<file path="config.mk">
export PLATFORM = sky130hd
export DESIGN_NAME = control_signal_selector
export DESIGN_NICKNAME = d
export VERILOG_FILES = /design/src/common/csel_pkg.sv /design/src/logic/control_signal_selector.sv
export VERILOG_INCLUDE_DIRS = /design/src /design/src/common
export SDC_FILE = /design/constraint.sdc
export NUM_CORES = 1
export LEC_CHECK = 0
export ABC_AREA = 1
export BUFFER_PORTS_ARGS = -buffer_cell sky130_fd_sc_hd__clkbuf_2
export CAP_MARGIN = 20
export CELL_PAD_IN_SITES_DETAIL_PLACEMENT = 0
export CELL_PAD_IN_SITES_GLOBAL_PLACEMENT = 2
export CORE_UTILIZATION = 33
export CTS_BUF_LIST = sky130_fd_sc_hd__clkbuf_16
export DETAILED_ROUTE_END_ITERATION = 6
export PLACE_DENSITY = 0.95
export SLEW_MARGIN = 20
export SYNTH_ARGS = -nofsm -noshare
export SYNTH_HDL_FRONTEND = slang
export SYNTH_SLANG_ARGS = --single-unit
</file>
<file path="constraint.sdc">
create_clock -name CLOCK -period 4.3 [get_ports CLOCK]
set_clock_uncertainty 0.05 [all_clocks]
set_input_delay 0.645 -clock CLOCK [delete_from_list [all_inputs] [get_ports CLOCK]]
set_output_delay 0.645 -clock CLOCK [all_outputs]
set_load 0.01 [all_outputs]
</file>
<file path="src/common/csel_map.svh">
`ifndef CSEL_MAP_SVH
`define CSEL_MAP_SVH

// selection code width and the codes this selector answers
`define CODE_W        10
`define C_IN_BASE     10'h046
`define C_INV_BASE    10'h10e
`define C_IN_CNT      10'h008
`define C_SET_FREQ    10'h0a4
`define C_IXT         10'h0a5
`define C_HEAT_SINK   10'h0a6
`define C_INSIDE      10'h0a7
`define C_MOTOR_TEMP  10'h0a8
`define C_GENERAL     10'h0a9
`define C_OVERTEMP    10'h0aa
`define C_MIR_OUT1    10'h0af
`define C_MIR_RELAY   10'h0b0
`define C_MIR_OUT3    10'h0b1
`define C_REF_PCT     10'h0b2
`define C_MAINS_FAIL  10'h0b3
`define C_BREAKER     10'h0b4
`define C_MIR_MFO     10'h0b5
`define C_APPL_MASK   10'h0d7
`define C_BACKLASH    10'h0db
`define C_SVC_DC      10'h108
`define C_SVC_FAN     10'h109
`define C_SAFE_A_INV  10'h11c
`define C_SAFE_B_INV  10'h11d
`define C_SAFE_A      10'h124
`define C_SAFE_B      10'h125
`define C_POWER_ON    10'h143
`define C_ENERGY_SAVE 10'h1d7

// mode values
`define SVC_ALARM     2'h2
`define ES_MANUAL     2'h1
`define ES_AUTO       2'h2

// register byte offsets
`define O_SEL0        6'h00
`define SEL_STRIDE    6'h04
`define O_SRC_OUT1    6'h10
`define O_SRC_RELAY   6'h14
`define O_SRC_OUT3    6'h18
`define O_SRC_MFO     6'h1c
`define O_MODE        6'h20
`define O_STATUS      6'h24
`define STAT_OUT_LSB  8

// reset values
`define RST_CODE      10'h000
`define RST_MODE      6'h00

`endif

</file>
<file path="src/common/csel_pkg.sv">
`include "csel_map.svh"

package csel_pkg;

  typedef logic [`CODE_W-1:0] code_t;

  typedef enum logic {
    BUS_IDLE = 1'b0,
    BUS_ACK  = 1'b1
  } bus_phase_t;

  // conditions from the drive monitoring logic, same clock
  typedef struct packed {
    logic freq_above;
    logic ixt_overload;
    logic heat_sink_warn;
    logic inside_warn;
    logic motor_temp_warn;
    logic general_warn;
    logic ref_pct_reached;
    logic mains_failed;
    logic mains_ctrl_active;
    logic breaker_trip;
    logic appl_mask_warn;
    logic backlash_ok;
    logic dc_service_due;
    logic fan_service_due;
    logic mains_on;
    logic precharge_done;
    logic energy_trigger;
  } drive_status_t;

  // terminal pins, asynchronous
  typedef struct packed {
    logic       safe_enable_a;
    logic       safe_enable_b;
    logic [4:0] digital_in;
    logic [1:0] mfi_in;
  } pins_t;

  typedef struct packed {
    logic [1:0] energy_mode;
    logic [1:0] fan_svc_mode;
    logic [1:0] dc_svc_mode;
  } mode_t;

endpackage : csel_pkg

</file>
<file path="src/logic/control_signal_selector.sv">
`include "csel_map.svh"

module control_signal_selector #(
  parameter int NUM_SEL = 4
) (
  // clock and reset
  input  wire logic                      CLOCK,
  input  wire logic                      RST,
  // avalon-mm slave
  input  wire logic [5:0]                AVS_ADDRESS,
  input  wire logic                      AVS_READ,
  input  wire logic                      AVS_WRITE,
  input  wire logic [31:0]               AVS_WRITEDATA,
  input  wire logic [3:0]                AVS_BYTEENABLE,
  output logic      [31:0]               AVS_READDATA,
  output logic                           AVS_WAITREQUEST,
  // drive monitoring conditions
  input  wire csel_pkg::drive_status_t   DRIVE_STATUS,
  // terminal pins
  input  wire csel_pkg::pins_t           PINS,
  // remote mode from the communication interface
  input  wire logic                      REMOTE_MODE,
  input  wire logic [7:0]                REMOTE_IN,
  // selected bits
  output logic      [NUM_SEL-1:0]        SEL_OUT,
  output logic                           DIGITAL_OUTPUT_ONE,
  output logic                           RELAY_OUTPUT,
  output logic                           DIGITAL_OUTPUT_THREE,
  output logic                           MULTIFUNCTION_OUTPUT
);

  typedef struct packed {
    csel_pkg::pins_t                    sync1;
    csel_pkg::pins_t                    sync2;
    csel_pkg::code_t [NUM_SEL-1:0]      sel_code;
    csel_pkg::code_t                    src_out1;
    csel_pkg::code_t                    src_relay;
    csel_pkg::code_t                    src_out3;
    csel_pkg::code_t                    src_mfo;
    csel_pkg::mode_t                    mode;
    logic [NUM_SEL-1:0]                 sel_out;
    logic                               out1;
    logic                               relay;
    logic                               out3;
    logic                               mfo;
    csel_pkg::bus_phase_t               phase;
    logic                               waitreq;
    logic [31:0]                        rdata;
  } state_t;

  state_t st_r;
  state_t st_nxt;

  // merge a write under its byte enables
  function automatic logic [31:0] merge(
    input logic [31:0] old,
    input logic [31:0] wd,
    input logic [3:0]  be
  );
    logic [31:0] r;
    r = old;
    for (int b = 0; b < 4; b++) begin
      if (be[b]) begin
        r[b*8 +: 8] = wd[b*8 +: 8];
      end
    end
    return r;
  endfunction : merge

  // every code that does not mirror another selection
  // mirror codes fall to the default here, so a mirror chosen as an output source
  // reads zero and no loop through the output registers can form
  function automatic logic pick(
    input csel_pkg::code_t         c,
    input logic [7:0]              dig,
    input csel_pkg::drive_status_t s,
    input csel_pkg::pins_t         p,
    input csel_pkg::mode_t         m
  );
    logic                 b;
    logic [2:0]           idx;
    csel_pkg::code_t      off;
    b   = 1'b0;
    off = c - `C_IN_BASE;
    idx = off[2:0];
    if (c >= `C_IN_BASE && c < `C_IN_BASE + `C_IN_CNT) begin
      b = dig[idx];
    end else if (c >= `C_INV_BASE && c < `C_INV_BASE + `C_IN_CNT) begin
      off = c - `C_INV_BASE;
      idx = off[2:0];
      b   = ~dig[idx];
    end else begin
      case (c)
        `C_SET_FREQ: begin
          b = s.freq_above;
        end
        `C_IXT: begin
          b = s.ixt_overload;
        end
        `C_HEAT_SINK: begin
          b = s.heat_sink_warn;
        end
        `C_INSIDE: begin
          b = s.inside_warn;
        end
        `C_MOTOR_TEMP: begin
          b = s.motor_temp_warn;
        end
        `C_GENERAL: begin
          b = s.general_warn;
        end
        `C_OVERTEMP: begin
          b = s.heat_sink_warn | s.inside_warn;
        end
        `C_REF_PCT: begin
          b = s.ref_pct_reached;
        end
        `C_MAINS_FAIL: begin
          b = s.mains_failed & s.mains_ctrl_active;
        end
        `C_BREAKER: begin
          b = s.breaker_trip;
        end
        `C_APPL_MASK: begin
          b = s.appl_mask_warn;
        end
        `C_BACKLASH: begin
          b = s.backlash_ok;
        end
        `C_SVC_DC: begin
          b = s.dc_service_due & (m.dc_svc_mode == `SVC_ALARM);
        end
        `C_SVC_FAN: begin
          b = s.fan_service_due & (m.fan_svc_mode == `SVC_ALARM);
        end
        `C_SAFE_A_INV: begin
          b = ~p.safe_enable_a;
        end
        `C_SAFE_B_INV: begin
          b = ~p.safe_enable_b;
        end
        `C_SAFE_A: begin
          b = p.safe_enable_a;
        end
        `C_SAFE_B: begin
          b = p.safe_enable_b;
        end
        `C_POWER_ON: begin
          b = s.mains_on & s.precharge_done;
        end
        `C_ENERGY_SAVE: begin
          b = s.energy_trigger & ((m.energy_mode == `ES_MANUAL) |
                                  (m.energy_mode == `ES_AUTO));
        end
        default: begin
          b = 1'b0;
        end
      endcase
    end
    return b;
  endfunction : pick

  // reset image: everything low, bus busy until released
  // waitrequest stays high in reset, so no access can complete while the block is held
  localparam state_t RESET_STATE = '{
    sync1:     '0,
    sync2:     '0,
    sel_code:  {NUM_SEL{`RST_CODE}},
    src_out1:  `RST_CODE,
    src_relay: `RST_CODE,
    src_out3:  `RST_CODE,
    src_mfo:   `RST_CODE,
    mode:      `RST_MODE,
    sel_out:   '0,
    out1:      1'b0,
    relay:     1'b0,
    out3:      1'b0,
    mfo:       1'b0,
    phase:     csel_pkg::BUS_IDLE,
    waitreq:   1'b1,
    rdata:     32'h0000_0000
  };

  // combinational helpers, each given a value on every pass
  csel_pkg::pins_t pin;
  logic [7:0]      dig;
  logic [3:0]      mir;
  logic [31:0]     rword;
  logic [31:0]     wword;
  logic            hit;

  always_comb begin
    st_nxt = st_r;
    // pins pass two flops; only the second stage feeds logic
    st_nxt.sync1 = PINS;
    st_nxt.sync2 = st_r.sync1;
    pin = st_r.sync2;

    // codes 70..77: release needs both safe enables; remote mode overrides
    // codes 76 and 77 take the multifunction pins as plain digital inputs;
    // their analogue and polarity modes are left to the terminal logic
    if (REMOTE_MODE) begin
      dig = REMOTE_IN;
    end else begin
      dig = {pin.mfi_in, pin.digital_in,
             pin.safe_enable_a & pin.safe_enable_b};
    end

    // output sources; a mirror code chosen as a source reads zero
    mir[0] = pick(st_r.src_out1, dig, DRIVE_STATUS, pin, st_r.mode);
    mir[1] = pick(st_r.src_relay, dig, DRIVE_STATUS, pin, st_r.mode);
    mir[2] = pick(st_r.src_out3, dig, DRIVE_STATUS, pin, st_r.mode);
    mir[3] = pick(st_r.src_mfo, dig, DRIVE_STATUS, pin, st_r.mode);
    st_nxt.out1  = mir[0];
    st_nxt.relay = mir[1];
    st_nxt.out3  = mir[2];
    st_nxt.mfo   = mir[3];

    // one registered bit for each consumer
    // mirrors reuse the same-cycle source value, so a mirror and its output
    // register change on the same edge instead of one cycle apart
    for (int i = 0; i < NUM_SEL; i++) begin
      case (st_r.sel_code[i])
        `C_MIR_OUT1: begin
          st_nxt.sel_out[i] = mir[0];
        end
        `C_MIR_RELAY: begin
          st_nxt.sel_out[i] = mir[1];
        end
        `C_MIR_OUT3: begin
          st_nxt.sel_out[i] = mir[2];
        end
        `C_MIR_MFO: begin
          st_nxt.sel_out[i] = mir[3];
        end
        default: begin
          st_nxt.sel_out[i] = pick(st_r.sel_code[i], dig, DRIVE_STATUS,
                                   pin, st_r.mode);
        end
      endcase
    end

    // read decode; unmapped addresses read zero
    // limitation: more than four slots would collide with the source registers
    rword = 32'h0000_0000;
    hit   = 1'b0;
    for (int i = 0; i < NUM_SEL; i++) begin
      if (AVS_ADDRESS == `O_SEL0 + 6'(i) * `SEL_STRIDE) begin
        rword[`CODE_W-1:0] = st_r.sel_code[i];
        hit = 1'b1;
      end
    end
    if (!hit) begin
      case (AVS_ADDRESS)
        `O_SRC_OUT1: begin
          rword[`CODE_W-1:0] = st_r.src_out1;
        end
        `O_SRC_RELAY: begin
          rword[`CODE_W-1:0] = st_r.src_relay;
        end
        `O_SRC_OUT3: begin
          rword[`CODE_W-1:0] = st_r.src_out3;
        end
        `O_SRC_MFO: begin
          rword[`CODE_W-1:0] = st_r.src_mfo;
        end
        `O_MODE: begin
          rword[5:0] = st_r.mode;
        end
        // status is read-only; a write to its offset lands nowhere
        `O_STATUS: begin
          rword[NUM_SEL-1:0] = st_r.sel_out;
          rword[`STAT_OUT_LSB +: 4] = {st_r.mfo, st_r.out3,
                                       st_r.relay, st_r.out1};
        end
        default: begin
          rword = 32'h0000_0000;
        end
      endcase
    end
    wword = merge(rword, AVS_WRITEDATA, AVS_BYTEENABLE);

    // one wait cycle per access keeps readdata and waitrequest registered
    case (st_r.phase)
      csel_pkg::BUS_IDLE: begin
        if (AVS_READ || AVS_WRITE) begin
          st_nxt.phase   = csel_pkg::BUS_ACK;
          st_nxt.waitreq = 1'b0;
          st_nxt.rdata   = AVS_READ ? rword : 32'h0000_0000;
        end
      end
      csel_pkg::BUS_ACK: begin
        st_nxt.phase   = csel_pkg::BUS_IDLE;
        st_nxt.waitreq = 1'b1;
        // writes land on the edge the master sees waitrequest low
        // the master releases on that edge, so the idle phase that follows
        // never takes the same request a second time
        if (AVS_WRITE) begin
          for (int i = 0; i < NUM_SEL; i++) begin
            if (AVS_ADDRESS == `O_SEL0 + 6'(i) * `SEL_STRIDE) begin
              st_nxt.sel_code[i] = wword[`CODE_W-1:0];
            end
          end
          case (AVS_ADDRESS)
            `O_SRC_OUT1: begin
              st_nxt.src_out1 = wword[`CODE_W-1:0];
            end
            `O_SRC_RELAY: begin
              st_nxt.src_relay = wword[`CODE_W-1:0];
            end
            `O_SRC_OUT3: begin
              st_nxt.src_out3 = wword[`CODE_W-1:0];
            end
            `O_SRC_MFO: begin
              st_nxt.src_mfo = wword[`CODE_W-1:0];
            end
            `O_MODE: begin
              st_nxt.mode = wword[5:0];
            end
            default: begin
              st_nxt.mode = st_r.mode; // read-only or unmapped
            end
          endcase
        end
      end
      default: begin
        st_nxt.phase   = csel_pkg::BUS_IDLE;
        st_nxt.waitreq = 1'b1;
      end
    endcase
  end

  // drive status and remote inputs already run on this clock; only pins are synchronised
  // single state register, synchronous reset
  always_ff @(posedge CLOCK) begin
    if (RST) begin
      st_r <= RESET_STATE;
    end else begin
      st_r <= st_nxt;
    end
  end

  // outputs straight from the state register
  assign SEL_OUT              = st_r.sel_out;
  assign DIGITAL_OUTPUT_ONE   = st_r.out1;
  assign RELAY_OUTPUT         = st_r.relay;
  assign DIGITAL_OUTPUT_THREE = st_r.out3;
  assign MULTIFUNCTION_OUTPUT = st_r.mfo;
  assign AVS_READDATA         = st_r.rdata;
  assign AVS_WAITREQUEST      = st_r.waitreq;

endmodule : control_signal_selector

</file>
# --- After elaboration in Yosys (flattened, before gate mapping) ---
# Index checks and enable logic that the tools add are counted.
op_classes:
  addsub: 16
  multipliers: 0
  n_div: 0
  magnitude_cmp: 48
  n_eq_ne: 190
  shifts: 0
  mux: 80
  n_bitwise: 19
  n_reduce_logical: 29
ops:
  columns: ["operator", "count"]
  rows:
  - ["$eq 10x8->1 const B", 112]
  - ["$eq 10x9->1 const B", 64]
  - ["$pmux 1 s20", 8]
  - ["$ge 10x7->1 const B", 8]
  - ["$ge 10x9->1 const B", 8]
  - ["$lt 10x7->1 const B", 8]
  - ["$lt 10x9->1 const B", 8]
  - ["$lt 3x4->1 const B", 16]
  - ["$bmux 1 s3", 16]
  - ["$sub 3x3->3 const B", 16]
  - ["$mux 10", 4]
  - ["$mux 1", 36]
  - ["$mux 34", 1]
  - ["$reduce_and 3->1", 9]
  - ["$eq 6x5->1 const B", 4]
  - ["$mux 12", 2]
  - ["$pmux 2 s6", 2]
  - ["$pmux 4 s6", 1]
  - ["$logic_and 1x1->1", 16]
  - ["$mux 8", 2]
  - ["$pmux 1 s4", 4]
  - ["$eq 6x4->1 const B", 2]
  - ["$eq 6x6->1 const B", 2]
  - ["$not 1->1", 11]
  - ["other kinds (13)", 22]
word_totals:
  ff_bits: 146
  latchBits: 0
  ramBits: 0
  rom_bits: 0
  in_bits: 81
  output_inout_bits: 41
  elab_cells: 409
  mem_count: 0

# --- Depth between registers and ports, before layout ---
# Gate-level depths: netlist (run 1).
depth:
  word_depth: 10
  depth_mapped: 17
  ltp_nobuf: 17

# --- Least setup slack after synthesis (run 1) ---
# No wires, ideal clock.
synth_path:
  path_type: "input -> register"
  start: "input REMOTE_MODE"
  end: "register st_r, in the netlist SEL_OUT[2]"
  setup_ns: 0.132
  arrival_ns: 1.886
  slack_ns: 2.232
  cell_stages: 15
  n_path_buf: 2
  path_cell_list: "buf_6 inv_4 nand2_1 and2_1 buf_2 nand2_1 nand2_1 a21oi_1 o211ai_1 nand3_1 nand3_2 nand2_1 nand2_1 nor2_1 a21oi_1"
synth_via:
  elab_chain_cells: 7
  word_cells_on_any_way: 37
synth_rtl:
  columns: ["element", "line", "rtl"]
  rows:
  - ["start, declared", "control_signal_selector.sv:22", "input wire logic REMOTE_MODE,"]
  - ["$mux 8 *", "control_signal_selector.sv:202", "if (REMOTE_MODE) begin"]
  - ["$bmux 1 s3", "control_signal_selector.sv:87, control_signal_selector.sv:91", null]
  - ["$mux 1 (implied by the code)", "control_signal_selector.sv:87, control_signal_selector.sv:91", null]
  - ["$not 1->1", "control_signal_selector.sv:91", "b = ~dig[idx];"]
  - ["$mux 1", "control_signal_selector.sv:88", "end else if (c >= `C_INV_BASE && c < `C_INV_BASE + `C_IN_CNT) begin"]
  - ["$mux 1", "control_signal_selector.sv:86", "if (c >= `C_IN_BASE && c < `C_IN_BASE + `C_IN_CNT) begin"]
  - ["$pmux 1 s4 *", "control_signal_selector.sv:223", "case (st_r.sel_code[i])"]
  - ["end signal, assigned", "control_signal_selector.sv:339", "st_r <= st_nxt;"]
  - ["end, declared", "control_signal_selector.sv:51", "state_t st_r;"]
# Every way passes the cells marked *; elsewhere a longest branch is shown, timed or not. The select of a mux whose other input is x is not followed.
# A chain may end at the register's enable or synchronous reset.

# --- Worst setup path in the final report (run 1) ---
layout_path:
  start: "register st_r, in the netlist pin[7]"
  end: "register st_r, in the netlist SEL_OUT[1]"
layout_via:
  elab_chain_cells: 8
  word_cells_on_any_way: 44
layout_rtl:
  columns: ["element", "line", "rtl"]
  rows:
  - ["$and 1x1->1", "control_signal_selector.sv:206", "pin.safe_enable_a & pin.safe_enable_b};"]
  - ["$mux 8", "control_signal_selector.sv:202", null]
  - ["$bmux 1 s3", "control_signal_selector.sv:87, control_signal_selector.sv:91", null]
  - ["$mux 1 (implied by the code)", "control_signal_selector.sv:87, control_signal_selector.sv:91", null]
  - ["$not 1->1", "control_signal_selector.sv:91", null]
  - ["$mux 1", "control_signal_selector.sv:88", null]
  - ["$mux 1", "control_signal_selector.sv:86", null]
  - ["$pmux 1 s4 *", "control_signal_selector.sv:223", null]
# Marks and branches as above.

==> results of run 1 <==
-- sequential cells by signal (all words and copies together), names as in the netlist, 4 cells and up --
register	cells
AVS_READDATA	12
SEL_OUT	4
pin	9
st_nxt	9
st_r	87
-- metrics by stage --
stage,power (mW),hold WS (ns)
detailed placement,1.45,0.345
global route,3.06,0.346
finish,2.99,0.339
floorplan,1.34,0.338
CTS,2.99,0.340
global placement,1.45,0.342
-- synth_stat cells, types with 2 or more instances --
cell type / count
o221ai_1: 7
buf_2: 8
nand2_1: 351
dfxtp_1: 126
nor2_4: 5
inv_2: 6
nor2_2: 5
nor4_1: 12
o211ai_1: 5
nor2_1: 251
nor3b_1: 2
nand3_1: 138
a31oi_1: 12
a221oi_1: 6
a21oi_1: 128
a21oi_2: 11
o21bai_1: 3
o2111ai_1: 5
nand3b_1: 7
o31ai_1: 3
a21oi_4: 5
nand4_1: 54
buf_4: 38
o21ai_1: 3
o22ai_1: 34
and3_1: 3
ha_1: 8
nand3_2: 3
nor3_1: 53
o21ai_0: 107
inv_1: 202
clkbuf_1: 42
a211oi_1: 2
-- path summary, 6_finish.rpt --
path	to	slack [ns]	cells past startpoint
max	SEL_OUT[1]	1.47	14
min	st_nxt[129]	0.34	3
max reg2reg	SEL_OUT[1]	1.47	14
min reg2reg	pin[7]	0.35	2
-- routing by layer --
metal	up-vias	global-route usage, %	routed length (um)
met5	-	0	0
met1	5343	36.9	18400
met3	126	5.29	3530
met2	573	44.2	19000
met4	0	15.1	2320
li1	5576	-	-
-- worst max-delay path, cell delays in order (launching register included) --
cell,delay (ns)
dfxtp_1,0.30
buf_4,0.21
inv_1,0.33
nor3_1,0.11
a21oi_2,0.52
nand2_1,0.10
nand4_1,0.12
nand3_1,0.07
nand2_1,0.07
inv_1,0.03
nand2_1,0.15
nand2_1,0.23
o21ai_1,0.18
nor2_1,0.06
nor2_1,0.20
-- cell type report --
class / count / share of cell area, %
Timing Repair Buffer: 86 / 4.16
Clock inverter: 15 / 1.81
Tap cell: 384 / 4.42
Multi-Input combinational cell: 1254 / 55.3
Sequential cell: 126 / 23.2
Inverter: 209 / 7.24
Clock buffer: 17 / 3.91
-- cell families (layout without fill, tap and decap cells) --
kind of cell	Yosys count	count (layout)	synth area share (%)
buf+inv	300	327	13.2
flops	126	126	25.9
fa+ha+maj	8	8	1.03
other cells	1	20	0.0385
simple gates	888	888	39.6
compound gates	338	338	20.2
-- where the power goes --
part           switching, mW  leakage, nW  internal (mW)
Clock                  0.589        0.300          0.967
Combinational          0.195         3.30         0.0537
Sequential           0.00674         1.02           1.18
Total                  0.790         4.62           2.20
==> impl_metrics.env, run 1 <==
export IMPL_status="finished clean"
export IMPL_hold_viol=0
export IMPL_antenna_cells=0
export IMPL_instances_no_fill=2091
export IMPL_dp_slack_ns=1.07
export IMPL_regToRegStartpoint="pin[7]"
export IMPL_final_cell_mix="351 x nand2_1, 248 x nor2_1, 202 x inv_1"
export IMPL_syn_area_um2=9740
export IMPL_antenna_found_initial=0
export IMPL_end_kind="flop"
export IMPL_setup_ws_ns=1.47
export IMPL_yosysWarnings=0
export IMPL_wirelength_mm=43.3
export IMPL_wl_per_cell_um=20.7
export IMPL_overflow=0
export IMPL_avgSynthCellArea_um2=5.87
export IMPL_critPathMaxFanout=12
export IMPL_syn2layout_area_growth_pct=11.6
export IMPL_finalCriticalPeriod_ns=2.83
export IMPL_maxCapViolCount=0
export IMPL_grt_pass1_wl_mm=63.9
export IMPL_hold_buffers=0
export IMPL_netlist_top_cell_by_area="dfxtp_1"
export IMPL_ys_ff_latch=126
export IMPL_drt_iter0_drc=1289
export IMPL_grt_max_degree=48
export IMPL_setup_viol=0
export IMPL_grt_pass1_vias=10500
export IMPL_h_tree_depth=4
export IMPL_fp_dieArea_um2=30200
export IMPL_crit_path_start="pin[7]"
export IMPL_nets=1783
export IMPL_clockBufferDepth=2
export IMPL_drtAntennaViolNets=0
export IMPL_worst_pin_slew_ns=1.04
export IMPL_ff_latch_area_um2=2520
export IMPL_fill_cells=3240
export IMPL_dp_hpwl_mm=32.9
export IMPL_fmax_mhz=353
export IMPL_cts_sinks=126
export IMPL_port_buffers=77
export IMPL_dr_pass1_iters=6
export IMPL_drive_above_1_share_pct=9.31
export IMPL_critical_path_arrival_ns=3.12
export IMPL_cts_resized=0
export IMPL_tns_ns=0
export IMPL_drc=0
export IMPL_vias=11600
export IMPL_row_count=62
export IMPL_tritoncts="built"
export IMPL_maxSlewViolCount=0
export IMPL_synthFlopType="dfxtp_1"
export IMPL_layout_commonest_cell="nand2_1"
export IMPL_fp_dieW_um=174
export IMPL_start_kind="flop"
export IMPL_yosysSeqAreaShare_pct=25.9
export IMPL_rsz0062_at_grt="no"
export IMPL_multiInputGateArea_um2=6010
export IMPL_placed_area_um2=10200
export IMPL_finalCritPeriodShare_pct=65.9
export IMPL_powerDensity_nw_per_um2=275
export IMPL_crit_type="reg -> reg"
export IMPL_fin_area_um2=10900
export IMPL_cts_buffers=17
export IMPL_cts_root_buf="clkbuf_16"
export IMPL_start_util_pct=33.8
export IMPL_relSlewSlack_pct=30.5
export IMPL_required_ns=4.59
export IMPL_die_h_um=174
export IMPL_postCtsSetupRepairBufs=0
export IMPL_synth_edff_count=0
export IMPL_clk_pin_slew_worst_paths_ns=0.06
export IMPL_peakVddDrop_v=0.000277
export IMPL_numPlacedInstances=2059
export IMPL_ys_types=49
export IMPL_gp_congestion=0.916
export IMPL_core_region_area_um2=28900
export IMPL_synthTopCellsByArea="dfxtp_1 26%, nand2_1 14%, nor2_1 9.7%"
export IMPL_hold_class="in -> reg"
export IMPL_io_pins=122
export IMPL_vias_per_cell=5.56
export IMPL_hp_start="PINS[1]"
export IMPL_final_core_util_pct=37.7
export IMPL_async_flop_share_pct=0
export IMPL_clk_latency_ns=0.44
export IMPL_p_leak_nw=4.62
export IMPL_grt_total_usage_pct=28.3
export IMPL_netlist_area_leader_share_pct=25.9
export IMPL_postSynthCellCount=1661
Power figures use the tool's default switching activity.
==> inputs of run 2 (changes only) <==
--- a/config.mk
+++ b/config.mk
@@ -11,10 +11,10 @@
 export CAP_MARGIN = 20
 export CELL_PAD_IN_SITES_DETAIL_PLACEMENT = 0
 export CELL_PAD_IN_SITES_GLOBAL_PLACEMENT = 2
-export CORE_UTILIZATION = 33
+export CORE_UTILIZATION = 31
 export CTS_BUF_LIST = sky130_fd_sc_hd__clkbuf_16
 export DETAILED_ROUTE_END_ITERATION = 6
-export PLACE_DENSITY = 0.95
+export PLACE_DENSITY = 0.91
 export SLEW_MARGIN = 20
 export SYNTH_ARGS = -nofsm -noshare
 export SYNTH_HDL_FRONTEND = slang
==> constraint.sdc (replaced) <==
create_clock -name CLOCK -period 2.85 [get_ports CLOCK]
set_clock_uncertainty 0.05 [all_clocks]
set_input_delay 0.4275 -clock CLOCK [delete_from_list [all_inputs] [get_ports CLOCK]]
set_output_delay 0.4275 -clock CLOCK [all_outputs]
set_load 0.01 [all_outputs]
==> impl_metrics.env, run 2 (synthesis gave the netlist of run 1 again) <==
export IMPL_h_tree_depth=4
export IMPL_rsz0062_at_grt="no"
export IMPL_drtAntennaViolNets=0
export IMPL_internal_power_mw=3.03
export IMPL_worst_pin_slew_ns=0.801
export IMPL_max_stage_delay_ns=0.50
export IMPL_numPlacedInstances=2138
export IMPL_powerDensity_nw_per_um2=377
export IMPL_holdWs_ns=0.134
export IMPL_row_count=64
export IMPL_fmax_mhz=429
export IMPL_clk_pin_slew_worst_paths_ns=0.06
export IMPL_seq_power_share_pct=41.8
export IMPL_drive_above_1_share_pct=12.6
export IMPL_critPathSlowestCell="dfxtp_1"
export IMPL_p_switching_mw=1.25
export IMPL_antenna_found_initial=0
export IMPL_drc=6
export IMPL_regMostFlops="st_r"
export IMPL_antenna_cells=0
export IMPL_largest_reg_flops=87
export IMPL_tritoncts="built"
export IMPL_dp_slack_ns=0.323
export IMPL_clockPowerShare_pct=47.9
export IMPL_fin_area_um2=11300
export IMPL_peakVddDrop_v=0.000300
export IMPL_finalCritPeriodShare_pct=81.9
export IMPL_end_kind="flop"
export IMPL_start_kind="flop"
export IMPL_maxCapViolCount=0
export IMPL_cts_root_buf="clkbuf_16"
export IMPL_grt_pass1_vias=10600
export IMPL_nets=1850
export IMPL_vias=11800
export IMPL_die_h_um=179
export IMPL_clockBufferDepth=2
export IMPL_fill_cells=3431
export IMPL_crit_type="reg -> reg"
export IMPL_setup_viol=0
export IMPL_hold_class="in -> reg"
export IMPL_finalCriticalPeriod_ns=2.33
export IMPL_grt_max_degree=48
export IMPL_fp_dieArea_um2=32100
export IMPL_overflow=0
export IMPL_cts_buffers=17
export IMPL_relSlewSlack_pct=46.4
export IMPL_core_region_area_um2=30700
export IMPL_final_core_util_pct=36.9
export IMPL_vias_per_cell=5.45
export IMPL_dp_hpwl_mm=34.3
export IMPL_hold_viol=0
export IMPL_setup_ws_ns=0.517
export IMPL_gp_congestion=0.970
export IMPL_grt_total_usage_pct=27.5
export IMPL_critPathMaxFanout=8
export IMPL_violations="DRC"
export IMPL_critical_path_arrival_ns=2.61
export IMPL_port_buffers=77
export IMPL_p_leak_nw=4.91
export IMPL_syn2layout_area_growth_pct=16.5
export IMPL_cts_resized=0
export IMPL_grt_pass1_wl_mm=64.6
export IMPL_required_ns=3.12
export IMPL_dr_pass1_iters=7
export IMPL_placed_area_um2=10800
export IMPL_instances_no_fill=2170
export IMPL_wl_per_cell_um=20.3
export IMPL_start_util_pct=31.7
export IMPL_timing_critical_path_mode_cell="nand2_1"
export IMPL_postCtsSetupRepairBufs=0
export IMPL_crit_path_cell_trace="inv_1, nand2_1, nor2_1, nand2_1, nand2_1, nand2_1, nand2_1, nor2_1, nand3_1, o21ai_1, nand2_1, nand2_1, o21ai_1, nor2_1, nor2_1"
export IMPL_tns_ns=0
export IMPL_io_pins=122
export IMPL_fp_dieW_um=179
export IMPL_swShare_pct=29.2
export IMPL_final_cell_mix="351 x nand2_1, 251 x nor2_1, 201 x inv_1"
export IMPL_cts_sinks=126
export IMPL_wirelength_mm=44.1
export IMPL_total_power_mw=4.27
export IMPL_status="complete, but fails checks"
export IMPL_drt_iter0_drc=1264
export IMPL_comb_power_share_pct=10.3
export IMPL_layout_commonest_cell="nand2_1"
export IMPL_hold_buffers=0
export IMPL_clk_latency_ns=0.43
export IMPL_maxSlewViolCount=0
## run 2: metal layers
layer | up-vias | global-route usage, % | wire, um
met2 | 569 | 43.5 | 19800
met3 | 99 | 3.86 | 3630
li1 | 5700 | - | -
met1 | 5452 | 36.9 | 18900
met5 | - | 0 | 0
met4 | 0 | 12.3 | 1830
## run 2: cell type report
type / instances / area, um^2 / share of cell area [%]
Clock buffer: 17 / 425 / 3.75
Clock inverter: 15 / 110 / 0.970
Inverter: 209 / 787 / 6.93
Multi-Input combinational cell: 1254 / 6000 / 52.9
Sequential cell: 126 / 2520 / 22.2
Tap cell: 396 / 495 / 4.37
Timing Repair Buffer: 153 / 1010 / 8.86
## run 2: path summary, 6_finish.rpt
path         cells past startpoint           to  slack (ns)        start
max                             15   SEL_OUT[1]        0.52     st_r[59]
min                              3  st_nxt[130]        0.13      PINS[2]
max reg2reg                     15   SEL_OUT[1]        0.52     st_r[59]
min reg2reg                      2       pin[6]        0.35  st_nxt[134]
## run 2: worst max-delay path: cells and delay by family (launching register included)
| kind | cells | cell delay (ns) |
|---|---|---|
| buffers and inverters | 1 | 0.18 |
| AOI/OAI and AO/OA | 2 | 0.21 |
| DFF | 1 | 0.50 |
| and+or+nand+nor | 12 | 1.28 |
## run 2: power groups by stage
| stage | Sequential, mW | Combinational, mW | Clock (mW) |
|---|---|---|---|
| 2_1_floorplan | 1.83 | 0.195 | 0 |
| 3_3_place_gp | 1.83 | 0.429 | 0 |
| 3_5_place_dp | 1.83 | 0.430 | 0 |
| 4_1_cts | 1.79 | 0.431 | 2.05 |
| 5_1_grt | 1.79 | 0.459 | 2.15 |
| 6_report | 1.79 | 0.439 | 2.05 |
